<file path="src/inc/pse_params.svh">
// Offsets, field positions, reset values, codes and counts for the precise sample engine
`ifndef PSE_PARAMS_SVH
`define PSE_PARAMS_SVH
// Register byte offsets
`define PSE_OFF_CTRL 8'h00
`define PSE_OFF_THRESH 8'h04
`define PSE_OFF_COUNT 8'h08
`define PSE_OFF_SHADOW 8'h0C
`define PSE_OFF_STATUS 8'h10
`define PSE_OFF_NEWEST 8'h14
`define PSE_OFF_REC_BIT 6
// Control fields
`define PSE_CTRL_LD_EN 0
`define PSE_CTRL_BR_EN 1
`define PSE_CTRL_MISP 2
`define PSE_CTRL_TYPE_LO 4
`define PSE_CTRL_W 6
// Branch type selections
`define PSE_BT_ALL 2'h0
`define PSE_BT_CALL 2'h1
`define PSE_BT_COND 2'h2
// Status fields
`define PSE_ST_ARMED 0
`define PSE_ST_SHADOW 1
`define PSE_ST_FROZEN 2
`define PSE_ST_WRITING 3
`define PSE_ST_SLOT_LO 8
`define PSE_ST_TOTAL_LO 16
// Reset values
`define PSE_CTRL_RST 6'h00
`define PSE_THRESH_RST 16'h0000
`define PSE_COUNT_RST 32'h0000_0000
`define PSE_SHADOW_RST 8'h0A
// Delay from overflow to history freeze, cycles
`define PSE_FREEZE_DLY 4'h4
// Source flag bit positions from the memory hierarchy
`define PSE_SF_L1 0
`define PSE_SF_FB 1
`define PSE_SF_L2 2
`define PSE_SF_LLC 3
`define PSE_SF_SNOOP 4
`define PSE_SF_MOD 5
`define PSE_SF_FWD 6
`define PSE_SF_DRAM 7
`define PSE_SF_REMOTE 8
`define PSE_SF_EXCL 9
`define PSE_SF_IO 10
`define PSE_SF_UC 11
`define PSE_SF_W 12
// Data-source codes
`define PSE_DS_UNKNOWN 4'h0
`define PSE_DS_L1 4'h1
`define PSE_DS_FILLBUF 4'h2
`define PSE_DS_MID 4'h3
`define PSE_DS_LLC 4'h4
`define PSE_DS_SNP_CLEAN 4'h5
`define PSE_DS_SNP_MOD 4'h6
`define PSE_DS_FWD 4'h8
`define PSE_DS_LOC_SHR 4'hA
`define PSE_DS_REM_SHR 4'hB
`define PSE_DS_LOC_EXC 4'hC
`define PSE_DS_REM_EXC 4'hD
`define PSE_DS_IO 4'hE
`define PSE_DS_UNCACHED 4'hF
// Record layout
`define PSE_REC_WORDS 2'h3
`define PSE_REC_KIND_BIT 31
`endif

</file>
<file path="src/inc/pse_pkg.sv">
// Types shared by the precise sample engine modules
package pse_pkg;
	// Sampler sequence, one-hot
	typedef enum logic [3:0] {
		ST_COUNT = 4'h1,
		ST_SHADOW = 4'h2,
		ST_ARMED = 4'h4,
		ST_WRITE = 4'h8
	} pse_state_type;
	// Four-bit data-source code
	typedef logic [3:0] pse_src_type;
endpackage : pse_pkg

</file>
<file path="src/inc/pse_mem_if.sv">
// Record memory port bundle between sampler and record store
interface pse_mem_if;
	logic we; // Write strobe
	logic [3:0] waddr; // Write word address
	logic [31:0] wdata; // Write data
	logic [3:0] raddr; // Read word address
	logic [31:0] rdata; // Registered read data
	modport writer(output we, output waddr, output wdata, output raddr, input rdata);
	modport store(input we, input waddr, input wdata, input raddr, output rdata);
endinterface : pse_mem_if

</file>
<file path="src/hdl/pse_record_mem.sv">
// Sixteen-word record store with registered read data
module pse_record_mem (
	input wire logic clk_i,
	input wire logic rst_i,
	pse_mem_if.store mem
);
	logic [31:0] words_q [16]; // Record words

	// Write port, cleared at reset
	always_ff @(posedge clk_i) begin
		if (rst_i) begin
			for (int i = 0; i < 16; i++) begin
				words_q[i] <= 32'h0000_0000;
			end
		end else if (mem.we) begin
			words_q[mem.waddr] <= mem.wdata;
		end
	end

	// Read port, one cycle latency
	always_ff @(posedge clk_i) begin
		if (rst_i) begin
			mem.rdata <= 32'h0000_0000;
		end else begin
			mem.rdata <= words_q[mem.raddr];
		end
	end
endmodule // pse_record_mem

</file>
<file path="src/hdl/pse_sampler.sv">
// Precise sample engine: event counter, shadow arming, record writer and register slave
`include "pse_params.svh"
// Overview of operation
// - Codes 0..3: unknown miss, L1, fill buffer, mid
// - Code 4: last-level hit without snoop
// - Snooped hit: 5 clean, 6 modified copy
// - Forwarded local miss is 8; never 7, 9
// - Memory fills coded A to D
// - Code E for I/O, F uncacheable
// - Source code in low four field bits
// - Three record words plus monitor interrupt
// - Count retired or mispredicted branches by type
// - Branch record holds branch target pointer
// - Taken: the branch's own target; else next instruction
// - Events during shadow never sampled
// - History freezes after delay following overflow
// - Count loads whose latency exceeds threshold
// - Overflow starts the shadow, then arms; next qualifying load recorded
// - Armed sampler captures next event, then disarms
module pse_sampler (
	input wire logic clk_i,
	input wire logic rst_i,
	// Wishbone classic slave
	input wire logic wb_cyc_i,
	input wire logic wb_stb_i,
	input wire logic wb_we_i,
	input wire logic [31:0] wb_adr_i,
	input wire logic [3:0] wb_sel_i,
	input wire logic [31:0] wb_dat_i,
	output logic [31:0] wb_dat_o,
	output logic wb_ack_o,
	// Load pipeline
	input wire logic ld_exec_i,
	input wire logic [31:0] ld_exec_addr_i,
	input wire logic ld_ret_i,
	input wire logic [15:0] ld_latency_i,
	input wire logic [11:0] ld_src_flags_i,
	// Branch retirement
	input wire logic br_ret_i,
	input wire logic br_call_i,
	input wire logic br_cond_i,
	input wire logic br_taken_i,
	input wire logic br_mispred_i,
	input wire logic [31:0] br_target_i,
	input wire logic [31:0] br_next_ip_i,
	// Status toward software and history
	output logic monitor_interrupt_o,
	output logic hist_frozen_o,
	output logic [31:0] hist_newest_o,
	output pse_pkg::pse_src_type last_src_o
);
	import pse_pkg::*;

	// Classify the hierarchy flags into a data-source code
	function automatic pse_src_type src_code(input logic [11:0] f);
		pse_src_type c;
		c = `PSE_DS_UNKNOWN;
		if (f[`PSE_SF_UC]) begin
			c = `PSE_DS_UNCACHED;
		end else if (f[`PSE_SF_IO]) begin
			c = `PSE_DS_IO;
		end else if (f[`PSE_SF_L1]) begin
			c = `PSE_DS_L1;
		end else if (f[`PSE_SF_FB]) begin
			c = `PSE_DS_FILLBUF;
		end else if (f[`PSE_SF_L2]) begin
			c = `PSE_DS_MID;
		end else if (f[`PSE_SF_LLC]) begin
			// Snooped hits split by modified copy
			if (!f[`PSE_SF_SNOOP]) begin
				c = `PSE_DS_LLC;
			end else if (f[`PSE_SF_MOD]) begin
				c = `PSE_DS_SNP_MOD;
			end else begin
				c = `PSE_DS_SNP_CLEAN;
			end
		end else if (f[`PSE_SF_FWD] && !f[`PSE_SF_REMOTE]) begin
			c = `PSE_DS_FWD;
		end else if (f[`PSE_SF_DRAM]) begin
			// Memory fills by home and state
			case ({f[`PSE_SF_EXCL], f[`PSE_SF_REMOTE]})
				2'b00: c = `PSE_DS_LOC_SHR;
				2'b01: c = `PSE_DS_REM_SHR;
				2'b10: c = `PSE_DS_LOC_EXC;
				default: c = `PSE_DS_REM_EXC;
			endcase
		end
		return c;
	endfunction

	// Merge write data into a register under byte enables
	function automatic logic [31:0] merge(input logic [31:0] old, input logic [31:0] nw, input logic [3:0] sel);
		logic [31:0] r;
		r = old;
		for (int b = 0; b < 4; b++) begin
			if (sel[b]) begin
				r[b*8 +: 8] = nw[b*8 +: 8];
			end
		end
		return r;
	endfunction

	// Bus handshake state
	logic req; // Cycle and strobe both high
	logic wait_q; // First cycle of an access seen
	logic ack_q; // Registered acknowledge
	logic acc; // Access completes at this edge
	logic wr; // Register write at this edge
	logic [7:0] off; // Byte offset within the map
	logic hi_zero; // Upper address bits clear
	logic rec_sel; // Record window selected

	// Software-visible registers
	logic [`PSE_CTRL_W-1:0] ctrl_q; // Enables and branch selection
	logic [15:0] thresh_q; // Load latency limit
	logic [31:0] count_q; // Event counter
	logic [7:0] shadow_len_q; // Shadow length in cycles
	logic [7:0] total_q; // Records written, wrapping

	// Sampler state
	pse_state_type state_q; // Sequence state
	logic [7:0] shd_cnt_q; // Shadow countdown
	logic [1:0] step_q; // Record word being written
	logic [1:0] slot_q; // Next record slot
	logic [31:0] rec_w0_q; // Kind and latency
	logic [31:0] rec_w1_q; // Address or pointer
	logic [31:0] rec_w2_q; // Data-source field
	logic irq_q; // Monitor interrupt pulse

	// Load address and branch history
	logic [31:0] ld_addr_q; // Address latched at execute
	logic [3:0] frz_cnt_q; // Freeze countdown
	logic frozen_q; // History frozen
	logic [31:0] newest_q; // Newest taken target
	pse_src_type last_src_q; // Last recorded source

	// Event qualification
	logic ld_evt; // Load above threshold
	logic br_type_ok; // Branch matches selected type
	logic br_evt; // Qualifying branch
	logic evt; // Any qualifying event
	logic ovf; // Counter wraps this cycle
	logic frz_clr; // Software clears freeze
	logic [31:0] br_ip; // Pointer a branch sample holds

	pse_mem_if mem_bus ();

	// Record store
	pse_record_mem u_mem (
		.clk_i(clk_i),
		.rst_i(rst_i),
		.mem(mem_bus.store)
	);

	// Decode of the bus request
	assign req = wb_cyc_i & wb_stb_i;
	assign acc = req & wait_q & ~ack_q;
	assign wr = acc & wb_we_i;
	assign off = wb_adr_i[7:0];
	assign hi_zero = (wb_adr_i[31:7] == 25'h0000000);
	assign rec_sel = hi_zero & wb_adr_i[`PSE_OFF_REC_BIT];
	assign wb_ack_o = ack_q;
	assign frz_clr = wr && hi_zero && (off == `PSE_OFF_STATUS) && wb_sel_i[0] && wb_dat_i[`PSE_ST_FROZEN];

	// Load qualifies on latency above the limit
	assign ld_evt = ld_ret_i & ctrl_q[`PSE_CTRL_LD_EN] & (ld_latency_i > thresh_q);

	// Branch type filter
	always_comb begin
		case (ctrl_q[`PSE_CTRL_TYPE_LO +: 2])
			`PSE_BT_CALL: br_type_ok = br_call_i;
			`PSE_BT_COND: br_type_ok = br_cond_i;
			default: br_type_ok = 1'b1;
		endcase
	end

	// Retired or retired-mispredicted branches
	assign br_evt = br_ret_i & ctrl_q[`PSE_CTRL_BR_EN] & br_type_ok &
		(~ctrl_q[`PSE_CTRL_MISP] | br_mispred_i);
	assign evt = ld_evt | br_evt;
	assign ovf = evt & (count_q == 32'hFFFF_FFFF);

	// Target when taken, next instruction when not
	assign br_ip = br_taken_i ? br_target_i : br_next_ip_i;

	// Record memory write and read ports
	assign mem_bus.we = (state_q == ST_WRITE);
	assign mem_bus.waddr = {slot_q, step_q};
	assign mem_bus.wdata = (step_q == 2'h0) ? rec_w0_q : (step_q == 2'h1) ? rec_w1_q : rec_w2_q;
	assign mem_bus.raddr = wb_adr_i[5:2];

	// Outputs from registers
	assign monitor_interrupt_o = irq_q;
	assign hist_frozen_o = frozen_q;
	assign hist_newest_o = newest_q;
	assign last_src_o = last_src_q;

	// Two-phase handshake: ack in the cycle after the second
	always_ff @(posedge clk_i) begin
		if (rst_i) begin
			wait_q <= 1'b0;
			ack_q <= 1'b0;
		end else begin
			wait_q <= req & ~wait_q & ~ack_q;
			ack_q <= acc;
		end
	end

	// Read data mux, unmapped reads zero
	always_ff @(posedge clk_i) begin
		if (rst_i) begin
			wb_dat_o <= 32'h0000_0000;
		end else if (acc) begin
			if (rec_sel) begin
				wb_dat_o <= mem_bus.rdata;
			end else if (!hi_zero) begin
				wb_dat_o <= 32'h0000_0000;
			end else begin
				case (off)
					`PSE_OFF_CTRL: wb_dat_o <= {26'h0000000, ctrl_q};
					`PSE_OFF_THRESH: wb_dat_o <= {16'h0000, thresh_q};
					`PSE_OFF_COUNT: wb_dat_o <= count_q;
					`PSE_OFF_SHADOW: wb_dat_o <= {24'h000000, shadow_len_q};
					`PSE_OFF_STATUS: wb_dat_o <= {8'h00, total_q, 6'h00, slot_q, 4'h0,
						state_q == ST_WRITE, frozen_q, state_q == ST_SHADOW, state_q == ST_ARMED};
					`PSE_OFF_NEWEST: wb_dat_o <= newest_q;
					default: wb_dat_o <= 32'h0000_0000;
				endcase
			end
		end
	end

	// Control, threshold and shadow length writes
	always_ff @(posedge clk_i) begin
		if (rst_i) begin
			ctrl_q <= `PSE_CTRL_RST;
			thresh_q <= `PSE_THRESH_RST;
			shadow_len_q <= `PSE_SHADOW_RST;
		end else if (wr && hi_zero) begin
			case (off)
				`PSE_OFF_CTRL: ctrl_q <= 6'(merge({26'h0000000, ctrl_q}, wb_dat_i, wb_sel_i));
				`PSE_OFF_THRESH: thresh_q <= 16'(merge({16'h0000, thresh_q}, wb_dat_i, wb_sel_i));
				`PSE_OFF_SHADOW: shadow_len_q <= 8'(merge({24'h000000, shadow_len_q}, wb_dat_i, wb_sel_i));
				default: ctrl_q <= ctrl_q;
			endcase
		end
	end

	// Event counter; a software write wins over counting
	always_ff @(posedge clk_i) begin
		if (rst_i) begin
			count_q <= `PSE_COUNT_RST;
		end else if (wr && hi_zero && off == `PSE_OFF_COUNT) begin
			count_q <= merge(count_q, wb_dat_i, wb_sel_i);
		end else if (evt) begin
			count_q <= count_q + 32'h0000_0001;
		end
	end

	// Load address held from execute, not from retirement
	always_ff @(posedge clk_i) begin
		if (rst_i) begin
			ld_addr_q <= 32'h0000_0000;
		end else if (ld_exec_i) begin
			ld_addr_q <= ld_exec_addr_i;
		end
	end

	// Sampling sequence: count, shadow, armed, write record
	always_ff @(posedge clk_i) begin
		if (rst_i) begin
			state_q <= ST_COUNT;
			shd_cnt_q <= 8'h00;
			step_q <= 2'h0;
			rec_w0_q <= 32'h0000_0000;
			rec_w1_q <= 32'h0000_0000;
			rec_w2_q <= 32'h0000_0000;
		end else begin
			case (state_q)
				// Overflow starts the shadow
				ST_COUNT: begin
					if (ovf) begin
						state_q <= ST_SHADOW;
						shd_cnt_q <= shadow_len_q;
					end
				end
				// Events here are still counted but not sampled
				ST_SHADOW: begin
					if (shd_cnt_q <= 8'h01) begin
						state_q <= ST_ARMED;
					end else begin
						shd_cnt_q <= shd_cnt_q - 8'h01;
					end
				end
				// Next qualifying event is captured; loads win a tie
				ST_ARMED: begin
					if (ld_evt) begin
						state_q <= ST_WRITE;
						step_q <= 2'h0;
						rec_w0_q <= {16'h0000, ld_latency_i};
						rec_w1_q <= ld_addr_q;
						rec_w2_q <= {28'h0000000, src_code(ld_src_flags_i)};
					end else if (br_evt) begin
						state_q <= ST_WRITE;
						step_q <= 2'h0;
						rec_w0_q <= 32'h8000_0000;
						rec_w1_q <= br_ip;
						rec_w2_q <= 32'h0000_0000;
					end
				end
				// Three words, one per cycle, then disarm
				ST_WRITE: begin
					if (step_q == `PSE_REC_WORDS - 2'h1) begin
						state_q <= ST_COUNT;
						step_q <= 2'h0;
					end else begin
						step_q <= step_q + 2'h1;
					end
				end
				default: state_q <= ST_COUNT;
			endcase
		end
	end

	// Slot advance, record total, source and interrupt pulse
	always_ff @(posedge clk_i) begin
		if (rst_i) begin
			slot_q <= 2'h0;
			total_q <= 8'h00;
			irq_q <= 1'b0;
			last_src_q <= `PSE_DS_UNKNOWN;
		end else begin
			irq_q <= 1'b0;
			if (state_q == ST_WRITE && step_q == `PSE_REC_WORDS - 2'h1) begin
				slot_q <= slot_q + 2'h1;
				total_q <= total_q + 8'h01;
				irq_q <= 1'b1;
				last_src_q <= rec_w2_q[3:0];
			end
		end
	end

	// History freeze after a delay; freeze set wins over clear
	always_ff @(posedge clk_i) begin
		if (rst_i) begin
			frz_cnt_q <= 4'h0;
			frozen_q <= 1'b0;
		end else begin
			if (ovf) begin
				frz_cnt_q <= `PSE_FREEZE_DLY;
			end else if (frz_cnt_q != 4'h0) begin
				frz_cnt_q <= frz_cnt_q - 4'h1;
			end
			if (frz_cnt_q == 4'h1) begin
				frozen_q <= 1'b1;
			end else if (frz_clr) begin
				frozen_q <= 1'b0;
			end
		end
	end

	// Newest taken target; branches still enter until the freeze lands
	always_ff @(posedge clk_i) begin
		if (rst_i) begin
			newest_q <= 32'h0000_0000;
		end else if (br_ret_i && br_taken_i && !frozen_q) begin
			newest_q <= br_target_i;
		end
	end
endmodule // pse_sampler

</file>
<file path="config.mk">
export PLATFORM = sky130hd
export DESIGN_NAME = pse_sampler
export DESIGN_NICKNAME = d
export VERILOG_FILES = /design/src/inc/pse_pkg.sv /design/src/inc/pse_mem_if.sv /design/src/hdl/pse_record_mem.sv /design/src/hdl/pse_sampler.sv
export VERILOG_INCLUDE_DIRS = /design/src /design/src/inc
export SDC_FILE = /design/constraint.sdc
export NUM_CORES = 1
export LEC_CHECK = 0
export BUFFER_PORTS_ARGS = -buffer_cell sky130_fd_sc_hd__buf_2
export CAP_MARGIN = 15
export CELL_PAD_IN_SITES_DETAIL_PLACEMENT = 0
export CELL_PAD_IN_SITES_GLOBAL_PLACEMENT = 2
export CORE_MARGIN = 2
export CORE_UTILIZATION = 45
export CTS_CLUSTER_DIAMETER = 100
export DETAILED_ROUTE_END_ITERATION = 12
export PLACE_DENSITY_LB_ADDON = 0.1
export SLEW_MARGIN = 10
export SYNTH_ARGS = -nofsm -noshare
export SYNTH_HDL_FRONTEND = slang
export SYNTH_SLANG_ARGS = --single-unit
</file>
<file path="constraint.sdc">
create_clock -name clk_i -period 4.4 [get_ports clk_i]
set_input_delay 0.22 -clock clk_i [delete_from_list [all_inputs] [get_ports clk_i]]
set_output_delay 0.22 -clock clk_i [all_outputs]
set_load 0.03 [all_outputs]
</file>
==> flow_summary.ini, run 1 <==
[hold_path]
min_to = rec_w1_q[11]
hp-class = primary input to flip-flop
min_from = br_next_ip_i[11]
hold_depth = 5

[power_and_ir_drop]
pwr-share-clk = 0.437
p_int_mw = 13.5
p_comb_frac = 0.078
swShare = 0.229
switchingPower_mw = 4.02
peakVddDrop_uv = 352
totalPowerFinal_mw = 17.5
pwr-share-seq = 0.484
powerDensity_mw_per_mm2 = 419
leakage_nw = 15.6

[critical_path]
r2r-start = thresh_q[11]
path_buf_inv = 2
worstRegToRegCells = 10
critPathLaunchType = flip-flop
crit_slowest_cell = o31ai_1
reg2reg_slack_ns = 1.04
cp-end-kind = flip-flop
critPathMaxFanout = 32
cp_data_arrival_time_ns = 3.88
reg2reg_to = rec_w1_q[8]
critical_path.most_common_cell = a21oi_1
crit_family = compound AO/OA/AOI/OAI gates
worstPathRequired_ns = 4.91
crit_chain = inv_1 > ha_1 > a41o_1 > a21oi_1 > o221ai_1 > o31ai_1 > a21oi_1 > nand2b_1 > buf_4 > o21ai_0
worstSetupPathType = flip-flop to flip-flop
cpPeakStageDelay_ns = 1.03

[sta]
fmax_mhz = 297
clock_skew_ns = 0.0340
post-route-period-util = 0.764
worst_pin_slew_ns = 1.24
setup_slack_ns = 1.04
fin_tns_setup_ns = 0
hold_viol = 0
rsz0062_at_grt = false
slew_viol_final = 0
fin_crit_ns = 3.36
setup_viol = 0
max_slew_margin = 0.164

[placed_design]
dpl.hpwl_mm = 78.1
port-buffer-count = 274
finalWeightedCongestion = 0.907
post-place-ws_ns = 1.06

[grt]
grt_start_max_net_pins = 113
grt-ovfl-total = 0
grt_pass1_vias = 24200
antenna_found_initial = 1
grt_pass1_wl_mm = 162
grt_usage = 0.287

[outcome]
status = finished clean

[routing]
routed_wl_mm = 112
first_pass_iters = 7
post_drt_wl_per_cell_um = 25.8
drc = 0
initialDrtViolationCount = 2157
avgViaCountPerCell = 5.56
drtAntennaViolNets = 0
dr_total_vias = 24000

[die]
io_pins = 275
core_area_sq_mm = 0.0746
die_y_um = 279
dieArea_sq_mm = 0.0778
std_cell_rows = 100
die_w_um = 279
initial_core_util = 0.456

[clock_network]
clk-insertion-delay-late_ns = 0.66
cts_resized = 0
cts_tree = built
post_cts_buffers = 0
clk_pin_slew_ns = 0.06
cts_hold_buf = 121
clockBufferDepth = 3
htree_levels = 3
ctsRootBufferMaster = clkbuf_16
cts_buffers = 88
cts_sinks = 791

[yosys]
synthTopCellsByArea = edfxtp_1 (45%), dfxtp_1 (16%), mux4_2 (11%), nor2_1 (4.1%), mux2i_1 (3.5%)
synth_cell_types = 84
synthesis.area_sq_mm = 0.0340
synthArstFlopShare = 0
yosysMostFrequentCell = edfxtp_1
synth_top_cell_area_share = 0.452
synth_cells = 2621
syn_area_per_cell_sq_um = 13.0
synthFlopType = edfxtp_1
ys_ff_latch = 791
yosysSeqAreaShare = 0.616
synth_top_cell_by_area = edfxtp_1
synth_edf_count = 512
yosys-top-cells-count = edfxtp_1 (512), nor2_1 (373), dfxtp_1 (279), nand2_1 (176), mux4_2 (161)
yosysWarnings = 0

[final_layout]
synthToLayoutAreaGrowth_pct = 23.2
final_layout_size_suffix_gt1_frac = 0.218
finalCoreUtilization = 0.562
fill_cells = 6305
fin_nets = 3509

[run]
cap_viol_max_count = 0
[metal layers]
layer | up-vias | wire, um | GRT usage | part of all wire
li1 | 10900 | - | - | -
met1 | 12100 | 45100 | 0.377 | 0.40
met2 | 879 | 55700 | 0.489 | 0.50
met3 | 173 | 6640 | 0.0385 | 0.059
met4 | 0 | 4160 | 0.104 | 0.037
met5 | - | 0 | 0 | 0
[cells by family after synthesis]
logic type               count (synthesis)  synth area share
other                                    1          0.000110
buffers and inverters                  231            0.0275
multiplexers                           285             0.143
AND/OR/NAND/NOR                        870             0.122
XOR/XNOR                                 7           0.00180
AO/OA/AOI/OAI                          408            0.0783
adder cells (fa/ha/maj)                 28            0.0103
flip-flops                             791             0.616
[stage by stage]
stage | hold WS [ns] | cell area (sq um) | std cells
6_report | 0.0300 | 41900 | 4322
5_1_grt | 0.0252 | 41900 | 4320
4_1_cts | 0.000244 | 41900 | 4320
3_5_place_dp | 0.433 | 37600 | 4035
3_3_place_gp | 0.420 | 37600 | 4035
2_1_floorplan | 0.338 | 35100 | 2904
[sequential cells by signal, indices dropped and copies added, names as in the netlist, 8 cells and up]
register and flops:
count_q 32, hist_newest_o 32, ld_addr_q 32, rec_w0_q 17, rec_w1_q 32, shadow_len_q 8
shd_cnt_q 8, thresh_q 16, total_q 8, u_mem.mem.rdata 32, u_mem.words_q 512, wb_dat_o 32
[worst max path at each step]
stage / start / cells past startpoint / slack [ns] / end
after floorplan: step_q[0] / 7 / 1.67 / u_mem.words_q[9][0]
after global placement: thresh_q[11] / 10 / 1.08 / rec_w1_q[27]
after detailed placement: thresh_q[11] / 10 / 1.06 / rec_w1_q[8]
after CTS: thresh_q[11] / 10 / 1.05 / rec_w1_q[8]
after global routing: thresh_q[15] / 10 / 0.90 / rec_w1_q[26]
final: thresh_q[11] / 10 / 1.04 / rec_w1_q[8]
[cell type report]
| cell class | instances | area, sq um | share of cell area |
|---|---|---|---|
| Clock buffer | 122 | 2470 | 0.0590 |
| Inverter | 36 | 135 | 0.00323 |
| Timing Repair Buffer | 478 | 3290 | 0.0787 |
| Clock inverter | 42 | 579 | 0.0138 |
| Multi-Input combinational cell | 1882 | 13200 | 0.316 |
| Sequential cell | 791 | 21000 | 0.500 |
| Tap cell | 969 | 1210 | 0.0290 |
| Antenna cell | 2 | 5.00 | 0.000120 |
[tightest hold or removal path, cell delays in order]
cell and delay, ns:
buf_2 0.07, mux2i_1 0.08, nor2_1 0.10, a21oi_1 0.04
o21ai_0 0.12
[cells in the final DEF, fill, tap and decap left out, types with 27 or more instances in the layout]
| cell | count |
|---|---|
| mux2i_1 | 119 |
| nand2_1 | 176 |
| inv_1 | 36 |
| o211ai_1 | 27 |
| nor3_1 | 31 |
| edfxtp_1 | 512 |
| buf_4 | 78 |
| nand3b_1 | 35 |
| nor2_1 | 371 |
| a21oi_1 | 137 |
| conb_1 | 284 |
| o21ai_0 | 78 |
| dlygate4sd3_1 | 121 |
| and3_1 | 75 |
| dfxtp_1 | 279 |
| clkbuf_16 | 90 |
| nor2b_1 | 37 |
| buf_2 | 271 |
| ha_1 | 28 |
| mux4_2 | 161 |
[power groups by stage]
stage | clock, mW | sequential [mW] | combinational, mW
2_1_floorplan | 0 | 8.61 | 0.745
3_3_place_gp | 0 | 8.63 | 1.28
3_5_place_dp | 0 | 8.65 | 1.30
4_1_cts | 7.80 | 8.50 | 1.39
5_1_grt | 8.10 | 8.52 | 1.48
6_report | 7.67 | 8.50 | 1.38
(Power assumes the default switching activity.)
==> inputs of run 2 (changes only) <==
CORE_UTILIZATION = 42   (was 45)
clock period = 3.5 ns   (was 4.4 ns; I/O delays follow)
==> run 2 against run 1 <==
Compared with the run above: sequential share of layout area down 0.35 points; clock power grew 19%; first-iteration DRC count down 2.1%; sequential cell count is the same; critical path type unchanged; sequential power is 26% higher; power is 23% higher; hold slack got worse by 0.013 ns.
==> flow_summary.ini, run 2 (synthesis gave the netlist of run 1 again) <==
[outcome]
status = finished clean

[critical_path]
worstRegToRegCells = 10
critPathLaunchType = flip-flop
cp-end-kind = flip-flop
critPathMaxFanout = 13
startpoint = thresh_q[14]
crit_end = count_q[29]
cp_data_arrival_time_ns = 3.85
r2r-start = thresh_q[14]
path_buf_inv = 2
reg2reg_to = count_q[29]
crit_cells = 10
worstSetupPathType = flip-flop to flip-flop
worstPathRequired_ns = 4.09
crit_chain = inv_1 > ha_1 > nand4_1 > nor3_1 > a21boi_0 > o31a_2 > o211ai_2 > o21a_1 > a211oi_1 > dlygate4sd3_1
crit_slowest_cell = dlygate4sd3_1
crit_family = compound AO/OA/AOI/OAI gates
reg2reg_slack_ns = 0.24
cpPeakStageDelay_ns = 0.56

[final_layout]
final_layout_size_suffix_gt1_frac = 0.215
stdcell_count = 4418
stdcell_area_sq_mm = 0.0422
final_common_cell = edfxtp_1
largest_reg_flops = 512
top_register = u_mem.words_q
fin_nets = 3522
layout_common_cells = edfxtp_1 (512), nor2_1 (371), conb_1 (284), dfxtp_1 (279), buf_2 (271)
synthToLayoutAreaGrowth_pct = 24.0

[power_and_ir_drop]
leakage_nw = 15.6
powerDensity_mw_per_mm2 = 512
totalPowerFinal_mw = 21.6
peakVddDrop_uv = 392

[routing]
avgViaCountPerCell = 5.41
drtAntennaViolNets = 0
drc = 0
first_pass_iters = 5
post_drt_wl_per_cell_um = 25.5
routed_wl_mm = 112
dr_total_vias = 23900
initialDrtViolationCount = 2111

[clock_network]
cts_tree = built
cts_buffers = 89
cts_resized = 0
htree_levels = 3
clockBufferDepth = 3
clk_pin_slew_ns = 0.06
ctsRootBufferMaster = clkbuf_16
post_cts_buffers = 0
clk-insertion-delay-late_ns = 0.66
cts_sinks = 791

[placed_design]
post-place-ws_ns = 0.489
place_inst = 4118
port-buffer-count = 274
dpl.hpwl_mm = 78.4
placed_area_sq_mm = 0.0379
finalWeightedCongestion = 0.883

[sta]
max_slew_margin = 0.290
worst_pin_slew_ns = 1.07
slew_viol_final = 0
fin_tns_setup_ns = 0
setup_viol = 0
clock_skew_ns = 0.0252
hold_viol = 0
setup_slack_ns = 0.237
fin_crit_ns = 3.26
post-route-period-util = 0.932
fmax_mhz = 306
rsz0062_at_grt = false

[die]
die_w_um = 289
std_cell_rows = 104
initial_core_util = 0.424
die_y_um = 289
io_pins = 275
dieArea_sq_mm = 0.0832
core_area_sq_mm = 0.0803

[hold_path]
min_from = br_next_ip_i[28]
hp-class = primary input to flip-flop

[grt]
grt_usage = 0.271
busiest_layer = met2
antenna_found_initial = 3
use_met3 = 0.0315
met2_usage = 0.475
grt_pass1_wl_mm = 163
grt-ovfl-total = 0
grt_start_max_net_pins = 180
met1_usage = 0.351
grt_pass1_vias = 24500

[run]
cap_viol_max_count = 0
==> run 2: changes by cell type in the layout (fill, tap and decap cells not counted), moves of 2 or more <==
cell           before  now
buf_12              5   22
buf_4              78   53
bufinv_16          11    3
clkbuf_8           10   13
clkinv_1            5    7
clkinv_2           19   15
dlygate4sd3_1     121  141
nand2b_1           23   11
nand2b_2            4   16
nor2b_1            37   41
nor2b_2             4    0
==> run 2: final cells by class <==
type / count / area, sq um
Antenna cell: 2 / 5.00
Clock buffer: 125 / 2530
Clock inverter: 32 / 327
Fill cell: 7023 / 38100
Inverter: 36 / 135
Multi-Input combinational cell: 1882 / 13200
Sequential cell: 791 / 21000
Tap cell: 1060 / 1330
Timing Repair Buffer: 490 / 3650
==> run 2: metrics by stage <==
step	util	hold slack, ns
5_1_grt	0.525	0.0181
3_5_place_dp	0.472	0.419
6_report	0.525	0.0171
2_1_floorplan	-	0.293
3_3_place_gp	0.472	0.413
4_1_cts	0.525	0.00277
==> run 2: repair_timing <==
item / 4_1_cts / 5_1_grt
endpoints found under the hold margin: 174 / 0
endpoints found under the setup margin: 0 / 1
hold buffers: 141 / 0
==> run 2: worst min-delay path by stage <==
| stage | endpoint | cells after the start |
|---|---|---|
| 2_1_floorplan | shadow_len_q[1] | 1 |
| 3_3_place_gp | ld_addr_q[3] | 3 |
| 3_5_place_dp | ld_addr_q[9] | 3 |
| 4_1_cts | rec_w1_q[28] | 5 |
| 5_1_grt | rec_w1_q[28] | 5 |
| 6_report | rec_w1_q[28] | 5 |
==> run 2: layer usage <==
layer,share of wire,wire [um]
met1,0.42,46900
met5,0,0
met2,0.51,57100
met3,0.044,4910
met4,0.032,3610
==> run 2: worst reg2reg max path: stages (launching register included) <==
cell and delay (ns):
dfxtp_1 0.37, inv_1 0.09, ha_1 0.30, nand4_1 0.15
nor3_1 0.28, a21boi_0 0.29, o31a_2 0.44, o211ai_2 0.29
o21a_1 0.26, a211oi_1 0.19, dlygate4sd3_1 0.56
==> run 2: power by group <==
part           total, mW  internal (mW)  switching (mW)  leakage (nW)
sequential          10.7           10.4           0.227          7.27
combinational       1.77          0.799           0.975          6.92
clock               9.13           5.29            3.85          1.40
==> inputs of run 3 (changes only) <==
CORE_UTILIZATION = 38   (was 42)
clock period = 2.7 ns   (was 3.5 ns; I/O delays follow)
==> run 3 against run 2 <==
Compared with the run above: first-iteration DRC count increased by 1.7%; worst setup slack got worse by 0.17 ns; die area increased by 10%; clock power increased by 39%; core utilization decreased by 3.1 points; register-to-register slack got worse by 0.17 ns; count of clock-buffer cells in the layout unchanged; wire length increased by 4.8%; global-route usage decreased by 1.6 points; sequential share of layout area decreased by 1.8 points; fmax increased by 24%; largest power group unchanged.
==> flow_summary.ini, run 3 (synthesis gave the netlist of run 1 again) <==
[clock_network]
clockBufferDepth = 3
cts_tree = built
htree_levels = 3
clk-insertion-delay-late_ns = 0.67
cts_buffers = 90
cts_sinks = 791
clk_pin_slew_ns = 0.06
ctsRootBufferMaster = clkbuf_16

[final_layout]
final_common_cell = edfxtp_1
stdcell_count = 4654
finalCoreUtilization = 0.495
largest_reg_flops = 512
fin_nets = 3646
final_layout_size_suffix_gt1_frac = 0.247
layout_common_cells = edfxtp_1 (512), nor2_1 (370), conb_1 (284), dfxtp_1 (275), buf_2 (271)
fill_cells = 7894
top_register = u_mem.words_q
synthToLayoutAreaGrowth_pct = 28.8
stdcell_area_sq_mm = 0.0438

[hold_path]
hp-class = primary input to flip-flop
hold_depth = 4
min_from = wb_sel_i[2]
min_to = count_q[19]

[critical_path]
crit_cells = 11
crit_chain = inv_1 > ha_4 > nand4_1 > nor3_2 > a21boi_4 > o31a_1 > buf_4 > o22ai_4 > buf_12 > a21oi_1 > o32ai_1
reg2reg_to = count_q[6]
cpPeakStageDelay_ns = 0.33
reg2reg_slack_ns = 0.07
worstSetupPathType = flip-flop to flip-flop
critPathMaxFanout = 10
cp-end-kind = flip-flop
r2r-start = thresh_q[14]
crit_slowest_cell = dfxtp_2
crit_family = compound AO/OA/AOI/OAI gates
path_buf_inv = 3
critPathLaunchType = flip-flop
worstPathRequired_ns = 3.21
cp_data_arrival_time_ns = 3.14
worstRegToRegCells = 11

[placed_design]
finalWeightedCongestion = 0.901
post-place-ws_ns = -0.135
placed_area_sq_mm = 0.0388
dpl.hpwl_mm = 83.2
place_inst = 4323
port-buffer-count = 274

[routing]
routed_wl_mm = 118
initialDrtViolationCount = 2146
post_drt_wl_per_cell_um = 25.3
first_pass_iters = 5
drtAntennaViolNets = 0
dr_total_vias = 24400
avgViaCountPerCell = 5.25
drc = 0

[grt]
grt_pass1_wl_mm = 169
grt_usage = 0.256
grt_pass1_vias = 24900
antenna_found_initial = 5
grt-ovfl-total = 0
grt_start_max_net_pins = 62

[power_and_ir_drop]
powerDensity_mw_per_mm2 = 661
peakVddDrop_uv = 586
totalPowerFinal_mw = 28.9
leakage_nw = 16.4

[run]
cap_viol_max_count = 0

[die]
io_pins = 275
die_w_um = 303
core_area_sq_mm = 0.0885
std_cell_rows = 109
die_y_um = 303
initial_core_util = 0.384
dieArea_sq_mm = 0.0919

[sta]
setup_slack_ns = 0.0661
clock_skew_ns = 0.0291
slew_viol_final = 0
fmax_mhz = 380
fin_crit_ns = 2.63
post-route-period-util = 0.976
max_slew_margin = 0.309
setup_viol = 0
rsz0062_at_grt = true
worst_pin_slew_ns = 1.04
hold_viol = 0

[outcome]
status = finished clean
run 3: through the flow:
stage                     setup TNS [ns]  hold WS (ns)
after floorplan                        0         0.253
after global placement             -2.04         0.374
after detailed placement           -3.70         0.383
after CTS                         -0.905       0.00158
after global routing              -0.301        0.0174
final                                  0        0.0334
run 3: worst max-delay path by stage:
stage,end,start,slack [ns]
floorplan,u_mem.words_q[6][0],state_q[0],0.14
global placement,rec_w1_q[5],thresh_q[15],-0.12
detailed placement,rec_w1_q[5],thresh_q[15],-0.13
CTS,rec_w1_q[27],thresh_q[11],-0.05
global route,count_q[1],thresh_q[12],-0.04
finish,count_q[6],thresh_q[14],0.07
run 3: tightest hold or removal path, cell delays in order:
cell and delay, ns:
buf_2 0.12, and3_1 0.20, nand2_1 0.10, a31oi_1 0.07
run 3: final cells by class:
type / instances / area (sq um) / share of cell area
clock inverter: 41 / 539 / 0.0123
sequential: 791 / 21000 / 0.479
tap: 1165 / 1460 / 0.0333
inverter: 36 / 135 / 0.00309
clock buffer: 125 / 2550 / 0.0582
multi-input combinational: 1883 / 13400 / 0.306
timing repair buffer: 612 / 4730 / 0.108
antenna: 1 / 2.50 / 0.0000572
run 3: report_power, final:
part           internal, mW  total, mW  switching (mW)
clock                  7.59       12.7            5.13
sequential             13.5       13.8           0.288
combinational          1.07       2.39            1.32
total                  22.2       28.9            6.74
run 3: what timing repair did:
action | CTS | global route
pin swaps | 7 | 7
gates cloned | 3 | 0
gates resized for setup | 11 | 29
buffers inserted | 5 | 5
endpoints found under the setup margin | 70 | 113
hold buffers | 151 | 0
endpoints found under the hold margin | 189 | 0
run 3: layer usage:
layer / up-vias / wire length, um / global-route usage
met4: 2 / 4180 / 0.0913
met2: 717 / 60300 / 0.449
met1: 12400 / 48300 / 0.326
met3: 182 / 5090 / 0.0298
li1: 11100 / - / -
met5: - / 13 / 0
